[src/shared/ura_pkg.sv]
// register map, access-mode codes and reset values for the register access
// decode of one channel; assumes an 8-bit host bus with a 3-bit offset
`default_nettype none

package ura_pkg;

    // offsets of the ordinary channel registers
    localparam logic [2:0] OFS_DATA       = 3'h0;
    localparam logic [2:0] OFS_INT_ENABLE = 3'h1;
    localparam logic [2:0] OFS_FIFO_CTRL  = 3'h2;
    localparam logic [2:0] OFS_LINE_CTRL  = 3'h3;
    localparam logic [2:0] OFS_MODEM_CTRL = 3'h4;
    localparam logic [2:0] OFS_LINE_STAT  = 3'h5;
    localparam logic [2:0] OFS_MODEM_STAT = 3'h6;
    localparam logic [2:0] OFS_SCRATCH    = 3'h7;

    // offsets of the special registers
    localparam logic [2:0] OFS_DIV_LOW    = 3'h0;
    localparam logic [2:0] OFS_DIV_HIGH   = 3'h1;
    localparam logic [2:0] OFS_FEATURE    = 3'h2;
    localparam logic [2:0] OFS_RESUME_ONE = 3'h4;
    localparam logic [2:0] OFS_RESUME_TWO = 3'h5;
    localparam logic [2:0] OFS_PAUSE_ONE  = 3'h6;
    localparam logic [2:0] OFS_PAUSE_TWO  = 3'h7;
    localparam logic [2:0] OFS_FLOW_THR   = 3'h6;
    localparam logic [2:0] OFS_TRIG_LVL   = 3'h7;
    localparam logic [2:0] OFS_FIFO_RDY   = 3'h7;

    // line control values that open the special maps
    localparam logic [7:0] LCR_DIVISOR    = 8'h80;
    localparam logic [7:0] LCR_FEATURE    = 8'hBF;
    localparam logic [7:0] LCR_PLAIN      = 8'h00;
    localparam int         LCR_DIV_BIT    = 7;

    // field positions
    localparam int         EFR_ENH_BIT    = 4;
    localparam int         MCR_EXT_BIT    = 6;
    localparam int         MCR_RDY_OFF_BIT = 4;
    localparam int         MCR_PRESC_BIT  = 7;

    // bits that only change while enhanced functions are enabled
    localparam logic [7:0] ENH_IER_MASK   = 8'hF0;
    localparam logic [7:0] ENH_FCR_MASK   = 8'h30;
    localparam logic [7:0] ENH_MCR_MASK   = 8'hE0;

    localparam logic [7:0] RST_BYTE       = 8'h00;

    typedef enum logic [1:0] {
        URA_MODE_NORMAL  = 2'b00,
        URA_MODE_DIVISOR = 2'b01,
        URA_MODE_FEATURE = 2'b11
    } ura_mode_type;

endpackage

`default_nettype wire

[src/hw/ura_regs.sv]
// register bank and access-mode decode for one channel of a quad UART
// assumes host strobes are synchronous to ref_clk_in, one access per cycle;
// serial, fifo and interrupt logic sit outside and feed the status inputs
`timescale 1ns/1ps
`default_nettype none

// Overview of operation
// - With line control at 80h, offsets 00h and 01h reach the divisor low and high bytes.
// - With line control at BFh, offset 02h reaches the enhanced feature register.
// - With line control at BFh, offset 06h is pause char one and 04h resume char one.
// - With line control at BFh, offset 07h is pause char two and 05h resume char two.
// - Line control stays at offset 03h in every mode and reads back its value.
// - Offset 06h reaches flow threshold only with line control 00h, feature bit 4 and modem bit 6.
// - Under the same enables offset 07h writes the fifo trigger levels register; reads reach it only with modem bit 4 set.
// - Outside line control BFh, a read of 07h returns fifo-ready status while modem bit 6 is set and bit 4 is clear.
// - Modem control bit 7 selects baud prescale divide-by-4 when set, divide-by-1 when clear.
// - Feature bit 4 write-enables int enable 7:4, fifo control 5:4 and modem control 7:5.
// - Flow threshold holds halt and resume levels as 4-bit nibbles in steps of four bytes.
module ura_regs
    import ura_pkg::*;
(
    input  wire logic        ref_clk_in,
    input  wire logic        nrst_in,
    input  wire logic        cs_n_in,
    input  wire logic        wr_in,
    input  wire logic        rd_in,
    input  wire logic [2:0]  addr_in,
    input  wire logic [7:0]  wdata_in,
    input  wire logic [7:0]  rx_data_in,
    input  wire logic [7:0]  int_ident_in,
    input  wire logic [7:0]  line_status_in,
    input  wire logic [7:0]  modem_status_in,
    input  wire logic [7:0]  fifo_ready_in,
    output logic      [7:0]  rdata_out,
    output logic             data_oe_n_out,
    output logic             tx_write_out,
    output logic      [7:0]  tx_data_out,
    output logic             rx_read_out,
    output logic      [15:0] divisor_out,
    output logic      [7:0]  feature_out,
    output logic      [7:0]  line_control_out,
    output logic      [7:0]  modem_control_out,
    output logic      [7:0]  int_enable_out,
    output logic      [7:0]  fifo_control_out,
    output logic      [7:0]  resume_one_out,
    output logic      [7:0]  resume_two_out,
    output logic      [7:0]  pause_one_out,
    output logic      [7:0]  pause_two_out,
    output logic      [7:0]  flow_threshold_out,
    output logic      [7:0]  trigger_levels_out,
    output logic             prescale_div4_out
);

    // protected bits keep their old value unless enhanced functions are on
    function automatic logic [7:0] ura_guard(input logic [7:0] old_v,
                                             input logic [7:0] new_v,
                                             input logic [7:0] mask,
                                             input logic       enh);
        ura_guard = enh ? new_v : ((new_v & ~mask) | (old_v & mask));
    endfunction

    logic [7:0]   div_low_q;
    logic [7:0]   div_high_q;
    logic [7:0]   feature_q;
    logic [7:0]   line_ctrl_q;
    logic [7:0]   modem_ctrl_q;
    logic [7:0]   int_en_q;
    logic [7:0]   fifo_ctrl_q;
    logic [7:0]   resume_one_q;
    logic [7:0]   resume_two_q;
    logic [7:0]   pause_one_q;
    logic [7:0]   pause_two_q;
    logic [7:0]   flow_thr_q;
    logic [7:0]   trig_lvl_q;
    logic [7:0]   scratch_q;
    logic [7:0]   rdata_q;
    logic [7:0]   rdata_d;
    logic         oe_n_q;
    logic         tx_wr_q;
    logic [7:0]   tx_data_q;
    logic         rx_rd_q;

    ura_mode_type mode;
    logic         feat_map;
    logic         div_map;
    logic         norm_map;

    wire wr_acc  = ~cs_n_in & wr_in;
    wire rd_acc  = ~cs_n_in & rd_in;
    wire enh_on  = feature_q[EFR_ENH_BIT];

    assign mode = (line_ctrl_q == LCR_FEATURE) ? URA_MODE_FEATURE :
                  line_ctrl_q[LCR_DIV_BIT]     ? URA_MODE_DIVISOR :
                                                 URA_MODE_NORMAL;

    // any other value with bit 7 set opens the divisor latch as well
    always_comb begin
        case (mode)
            URA_MODE_NORMAL: begin
                feat_map = 1'b0;
                div_map  = 1'b0;
            end
            URA_MODE_DIVISOR: begin
                feat_map = 1'b0;
                div_map  = 1'b1;
            end
            URA_MODE_FEATURE: begin
                feat_map = 1'b1;
                div_map  = 1'b1;
            end
            default: begin
                feat_map = 1'b0;
                div_map  = 1'b0;
            end
        endcase
    end

    wire dl_addr  = (addr_in == OFS_DIV_LOW) | (addr_in == OFS_DIV_HIGH);
    assign norm_map = ~feat_map & ~(div_map & dl_addr);

    wire ext_en   = (line_ctrl_q == LCR_PLAIN) & enh_on
                    & modem_ctrl_q[MCR_EXT_BIT];
    wire rdy_en   = modem_ctrl_q[MCR_EXT_BIT]
                    & ~modem_ctrl_q[MCR_RDY_OFF_BIT];

    wire sel_dll  = div_map & (addr_in == OFS_DIV_LOW);
    wire sel_dlm  = div_map & (addr_in == OFS_DIV_HIGH);
    wire sel_efr  = feat_map & (addr_in == OFS_FEATURE);
    wire sel_resume_char_one = feat_map & (addr_in == OFS_RESUME_ONE);
    wire sel_pause_char_one = feat_map & (addr_in == OFS_PAUSE_ONE);
    wire sel_resume_char_two = feat_map & (addr_in == OFS_RESUME_TWO);
    wire sel_pause_char_two = feat_map & (addr_in == OFS_PAUSE_TWO);
    wire sel_lcr  = (addr_in == OFS_LINE_CTRL);
    wire sel_data = norm_map & (addr_in == OFS_DATA);
    wire sel_ier  = norm_map & (addr_in == OFS_INT_ENABLE);
    wire sel_fcr  = norm_map & (addr_in == OFS_FIFO_CTRL);
    wire sel_mcr  = norm_map & (addr_in == OFS_MODEM_CTRL);
    wire sel_lsr  = norm_map & (addr_in == OFS_LINE_STAT);
    wire sel_tcr  = norm_map & ext_en & (addr_in == OFS_FLOW_THR);
    wire sel_msr  = norm_map & ~ext_en & (addr_in == OFS_MODEM_STAT);
    wire sel_tlr  = norm_map & ext_en & (addr_in == OFS_TRIG_LVL);
    wire sel_ffr  = norm_map & rdy_en & (addr_in == OFS_FIFO_RDY);
    wire sel_spr  = norm_map & ~ext_en & (addr_in == OFS_SCRATCH);

    // fifo-ready is read-only, so on a read it shadows trigger levels
    always_comb begin
        rdata_d = RST_BYTE;
        if (sel_lcr)        rdata_d = line_ctrl_q;
        else if (sel_dll)   rdata_d = div_low_q;
        else if (sel_dlm)   rdata_d = div_high_q;
        else if (sel_efr)   rdata_d = feature_q;
        else if (sel_resume_char_one)  rdata_d = resume_one_q;
        else if (sel_resume_char_two)  rdata_d = resume_two_q;
        else if (sel_pause_char_one) rdata_d = pause_one_q;
        else if (sel_pause_char_two) rdata_d = pause_two_q;
        else if (sel_data)  rdata_d = rx_data_in;
        else if (sel_ier)   rdata_d = int_en_q;
        else if (sel_fcr)   rdata_d = int_ident_in;
        else if (sel_mcr)   rdata_d = modem_ctrl_q;
        else if (sel_lsr)   rdata_d = line_status_in;
        else if (sel_tcr)   rdata_d = flow_thr_q;
        else if (sel_msr)   rdata_d = modem_status_in;
        else if (sel_ffr)   rdata_d = fifo_ready_in;
        else if (sel_tlr)   rdata_d = trig_lvl_q;
        else if (sel_spr)   rdata_d = scratch_q;
    end

    always_ff @(posedge ref_clk_in or negedge nrst_in) begin
        if (!nrst_in) begin
            div_low_q  <= RST_BYTE;
            div_high_q <= RST_BYTE;
            feature_q  <= RST_BYTE;
            line_ctrl_q <= RST_BYTE;
        end else if (wr_acc) begin
            if (sel_dll) div_low_q <= wdata_in;
            if (sel_dlm) div_high_q <= wdata_in;
            if (sel_efr) feature_q <= wdata_in;
            if (sel_lcr) line_ctrl_q <= wdata_in;
        end
    end

    always_ff @(posedge ref_clk_in or negedge nrst_in) begin
        if (!nrst_in) begin
            resume_one_q <= RST_BYTE;
            resume_two_q <= RST_BYTE;
            pause_one_q  <= RST_BYTE;
            pause_two_q  <= RST_BYTE;
        end else if (wr_acc) begin
            if (sel_resume_char_one) resume_one_q <= wdata_in;
            if (sel_pause_char_one) pause_one_q <= wdata_in;
            if (sel_resume_char_two) resume_two_q <= wdata_in;
            if (sel_pause_char_two) pause_two_q <= wdata_in;
        end
    end

    // nibbles are stored raw; level = nibble * 4, no halt > resume check
    always_ff @(posedge ref_clk_in or negedge nrst_in) begin
        if (!nrst_in) begin
            flow_thr_q <= RST_BYTE;
            trig_lvl_q <= RST_BYTE;
            scratch_q  <= RST_BYTE;
        end else if (wr_acc) begin
            if (sel_tcr) flow_thr_q <= wdata_in;
            if (sel_tlr) trig_lvl_q <= wdata_in;
            if (sel_spr) scratch_q <= wdata_in;
        end
    end

    always_ff @(posedge ref_clk_in or negedge nrst_in) begin
        if (!nrst_in) begin
            int_en_q     <= RST_BYTE;
            fifo_ctrl_q  <= RST_BYTE;
            modem_ctrl_q <= RST_BYTE;
        end else if (wr_acc) begin
            if (sel_ier)
                int_en_q <= ura_guard(int_en_q, wdata_in, ENH_IER_MASK, enh_on);
            if (sel_fcr)
                fifo_ctrl_q <= ura_guard(fifo_ctrl_q, wdata_in,
                                         ENH_FCR_MASK, enh_on);
            if (sel_mcr)
                modem_ctrl_q <= ura_guard(modem_ctrl_q, wdata_in,
                                          ENH_MCR_MASK, enh_on);
        end
    end

    // data bus drives for the cycle after a read strobe
    always_ff @(posedge ref_clk_in or negedge nrst_in) begin
        if (!nrst_in) begin
            rdata_q   <= RST_BYTE;
            oe_n_q    <= 1'b1;
            tx_wr_q   <= 1'b0;
            tx_data_q <= RST_BYTE;
            rx_rd_q   <= 1'b0;
        end else begin
            if (rd_acc) rdata_q <= rdata_d;
            oe_n_q  <= ~rd_acc;
            tx_wr_q <= wr_acc & sel_data;
            if (wr_acc & sel_data) tx_data_q <= wdata_in;
            rx_rd_q <= rd_acc & sel_data;
        end
    end

    assign rdata_out          = rdata_q;
    assign data_oe_n_out      = oe_n_q;
    assign tx_write_out       = tx_wr_q;
    assign tx_data_out        = tx_data_q;
    assign rx_read_out        = rx_rd_q;
    assign divisor_out        = {div_high_q, div_low_q};
    assign feature_out        = feature_q;
    assign line_control_out   = line_ctrl_q;
    assign modem_control_out  = modem_ctrl_q;
    assign int_enable_out     = int_en_q;
    assign fifo_control_out   = fifo_ctrl_q;
    assign resume_one_out     = resume_one_q;
    assign resume_two_out     = resume_two_q;
    assign pause_one_out      = pause_one_q;
    assign pause_two_out      = pause_two_q;
    assign flow_threshold_out = flow_thr_q;
    assign trigger_levels_out = trig_lvl_q;
    assign prescale_div4_out  = modem_ctrl_q[MCR_PRESC_BIT];

endmodule // ura_regs

`default_nettype wire

[config.mk]
export PLATFORM = sky130hd
export DESIGN_NAME = ura_regs
export DESIGN_NICKNAME = d
export VERILOG_FILES = /design/src/shared/ura_pkg.sv /design/src/hw/ura_regs.sv
export SDC_FILE = /design/constraint.sdc
export NUM_CORES = 1
export LEC_CHECK = 0
export ABC_AREA = 0
export BUFFER_PORTS_ARGS = -buffer_cell sky130_fd_sc_hd__clkbuf_2
export CORE_UTILIZATION = 48
export CTS_CLUSTER_DIAMETER = 40
export DETAILED_ROUTE_END_ITERATION = 10
export PLACE_DENSITY = 0.77
export SYNTH_ARGS = -nofsm -noshare
export SYNTH_HDL_FRONTEND = slang
export SYNTH_SLANG_ARGS = --single-unit
[constraint.sdc]
create_clock -name ref_clk_in -period 2.6 [get_ports ref_clk_in]
set_clock_uncertainty 0.1 [all_clocks]
set_input_delay 0.26 -clock ref_clk_in [delete_from_list [all_inputs] [get_ports ref_clk_in]]
set_output_delay 0.26 -clock ref_clk_in [all_outputs]
set_load 0.02 [all_outputs]
==> results.md <==
- Outcome: finished clean
- Crit-path cells: or4_4 -> nor4_2 -> buf_4 -> buf_4 -> a22oi_1 -> o41ai_1 -> a21o_1
- DR DRC count: 0
- Grt met1 use: 47.42%
- Sequential power share: between 40% and 50%
- Area post-placement: 8132 um2
- CTS tree: built
- Drt total wl: roughly 25000 um
- Drt initial violations: 756
- Worst-margin pin slew: about 0.81 ns
- Dpl cells: 994
- Fillers: between 1000 and 1500
- WHS: approximately 0.23 ns
- Via density: ~6.3
- Worst slew margin: a little under half
- Adder-Cell Fraction of Synth Area: 0%
- XOR/XNOR Fraction of Synth Area: 0%
- Clk Latency, worst-skew pair: around 0.42 ns
- Switching part of the total: 30.40%
- Most used cell, CP: buf_4
- Initial Util: 50.17%
- Nets@finish: roughly 890
- FP Rows: 42
- FMAX: just under 400 MHz
- Tot GR Track Use: a little over a third
- CTS clock-pin slew for the worst setup and hold paths: 0.06 ns
- N_diodes: 0
- Cell taking the most area after synthesis: dfrtp_1
- Number of port buffers: 179
- Area growth syn-to-layout: 29.42%
- Vias after detailed routing: about 6400
- Die width: 120.6 um
- Buffers & Inverters on Critical Path: 2
- Clock share of power: approximately two fifths
- Crit path launch type: register
- Top cell type's share of synthesized area: about half
- Vias in the first global route: approximately 6300
- Crit path kind: reg -> reg
- WP data required: 2.86 ns
- Largest family of logic cells by synthesized area: multiplexers
- CP max FO: 9
- Pint: roughly 4.2 mW
- Slowest CP cell: o41ai_1
- Post-route ant nets: 0
- Post-synth cell types: just under 70
- Setup TNS: 0 ns
- Synth Warn #: 0
- Final setup fails: 0
- Final Non-Filler Cells: approximately 1000
- Longest Clk Path Bufs: 2
- Leak Pwr: ~4.3 nW
- Ranking of synthesized cells by area: dfrtp_1 48%, mux2_2 19%, nand2_1 3.3%, a21oi_1 2.4%, clkbuf_1 1.8%
- HPWL Detailed: 18420 um
- Simple-gate share of the synthesized area: between 10% and 20%
- Ys async rst share: 100.0%
- WL per Instance: ~24 um
- Crit. End Element: register
- Met3 Usage GRT: roughly 9%
- Psw: about 1.8 mW
- GRT Max-Usage Layer: met2
- CTS sink cnt: between 100 and 150
- Clk root buf: clkbuf_16
- Synth Flop Type: dfrtp_1
- Total power: around 6.1 mW
- Compound-Gate Fraction of Synth Area: around 15%
- Core ar.: between 10000 and 15000 um2
- Die Ht: roughly 120 um
- P per Cell Area: 695.0 nW/um2
- Hold crit path type: in -> reg
- Setup Fix Bufs, Post-CTS: 0
- Post-synthesis cell count: ~630
- Grt ovf: 0
- Final period util: between 90% and 100%
- GRT met2 Usage: a little under three fifths
- Fin crit period: 2.577 ns
- Max_cap viols: 0
- Post-Syn Area: a little under 7000 um2
- Syn avg cell area: 10.76 um2
- Initial antenna violation count: 0
- Design Area, Final: a little under 9000 um2
- Pre-CTS setup slack: 0.06210 ns
- Largest net degree at the start of global routing: between 60 and 70
- Final setup margin: roughly 0.023 ns
- WP data arrival: 2.84 ns
- H-tree Lvls: 4
- Share of layout cells above drive strength 1: between 40% and 50%
- Syn Nets: between 600 and 700
- Max-slew violation count: 0
- Final Hold Fails: 0
- Worst ir drop on vdd: 0.5244 mV
- R2R Setup Slk: about 0.023 ns
- CP max stage delay: roughly 0.57 ns
- Crit path max-delay family: compound AO/OA/AOI/OAI gates
- Mux share of post-synthesis cell area: between 10% and 20%
- Sequential area share after synthesis: between 40% and 50%
- Die ar.: 14540 um2
- Final core occ: approximately 65%
- Drt first pass iters: 6
- RSZ-0062 raised after global routing: false
- Routability cong.: slightly above 1
- CTS buffer count: 17
- First-pass GRT wire length: around 38000 um
- Ports: 180
- Register bit total from synthesis: around 130
- Logic pwr share: roughly a fifth
- EDFF count, synth: 0
power groups by stage:
stage | registers (mW) | clock network, mW | logic, mW
after floorplan | 2.70 | 0 | 0.442
after global placement | 2.47 | 0 | 1.24
after detailed placement | 2.48 | 0 | 1.26
after CTS | 2.44 | 2.38 | 1.26
after global routing | 2.47 | 2.46 | 1.35
final | 2.45 | 2.35 | 1.27
final cells by class:
| cell class | count | area, um2 | share of cell area [%] |
|---|---|---|---|
| clock buffer | 22 | 474.2 | 5.429 |
| clock inverter | 9 | 103.9 | 1.189 |
| inverter | 9 | 33.78 | 0.3868 |
| multi-input combinational | 444 | 3277 | 37.52 |
| sequential | 131 | 3279 | 37.54 |
| tap | 176 | 220.2 | 2.521 |
| timing repair buffer | 235 | 1346 | 15.41 |
synthesized netlist by cell type (all sizes together) (9+ instances only):
| cell | instances |
|---|---|
| o21ai | 27 |
| dfrtp | 130 |
| clkbuf | 33 |
| nor2 | 33 |
| nand2 | 59 |
| o22ai | 17 |
| nor2b | 9 |
| buf | 10 |
| nor3 | 14 |
| nand3 | 13 |
| a22oi | 12 |
| mux2 | 113 |
| a31oi | 11 |
| a21oi | 33 |
routing by layer:
metal  part of all wire (%)  up-vias
met5                      0        -
met4                    3.0        0
met3                    9.8       59
met2                     47      407
met1                     40     3173
li1                       -     2774
worst min-delay path: cells and delay by family:
family                 cells  cell delay, ns
buffers and inverters      1            0.09
AOI/OAI and AO/OA          3            0.36
placed cells by master (no fill, tap or decap), types with 3 or more instances in the layout:
cell type / synthesis / routed
nor3_2: 2 / 3
nor2_1: 31 / 31
or3_1: 3 / 3
o211a_1: 3 / 3
mux2i_1: 7 / 7
clkbuf_16: 0 / 17
nor3_1: 12 / 11
inv_1: 7 / 7
a22oi_1: 12 / 12
clkbuf_8: 0 / 3
nand3_1: 13 / 13
buf_4: 1 / 54
o21ai_0: 23 / 23
a32o_1: 4 / 4
o221ai_1: 6 / 6
a221o_1: 3 / 3
a21oi_1: 33 / 33
clkbuf_2: 0 / 178
nand2_1: 59 / 59
clkinv_2: 0 / 4
and3b_1: 3 / 3
dfrtp_1: 130 / 130
a21o_1: 5 / 5
o22ai_1: 17 / 17
nand2b_1: 7 / 7
nor2b_1: 9 / 9
o21ai_1: 4 / 4
mux2_2: 113 / 113
and3_1: 3 / 3
nand4_1: 8 / 8
o211ai_1: 3 / 3
and2_1: 3 / 3
a31oi_1: 11 / 11
worst paths after layout:
kind	from	endpoint	cells past startpoint
min reg2reg	tx_data_out[5]	tx_data_out[5]	2
min	line_status_in[0]	rdata_out[0]	4
max reg2reg	line_control_out[0]	rdata_out[3]	7
min in group asynchronous	nrst_in	flow_threshold_out[0]	2
max in group asynchronous	nrst_in	feature_out[1]	3
max	line_control_out[0]	rdata_out[3]	7
logic make-up (layout without fill, tap and decap cells):
family	after synthesis	count (layout)
compound gates	148	148
buf+inv	52	275
flops	131	131
mux	120	120
simple gates	176	176
timing repair:
| action | in CTS | in global routing |
|---|---|---|
| hold buffers | 1 | 0 |
| setup endpoints to repair | 0 | 5 |
| endpoints found under the hold margin | 39 | 0 |
| resized for setup | 0 | 4 |
(Power assumes the default switching activity.)
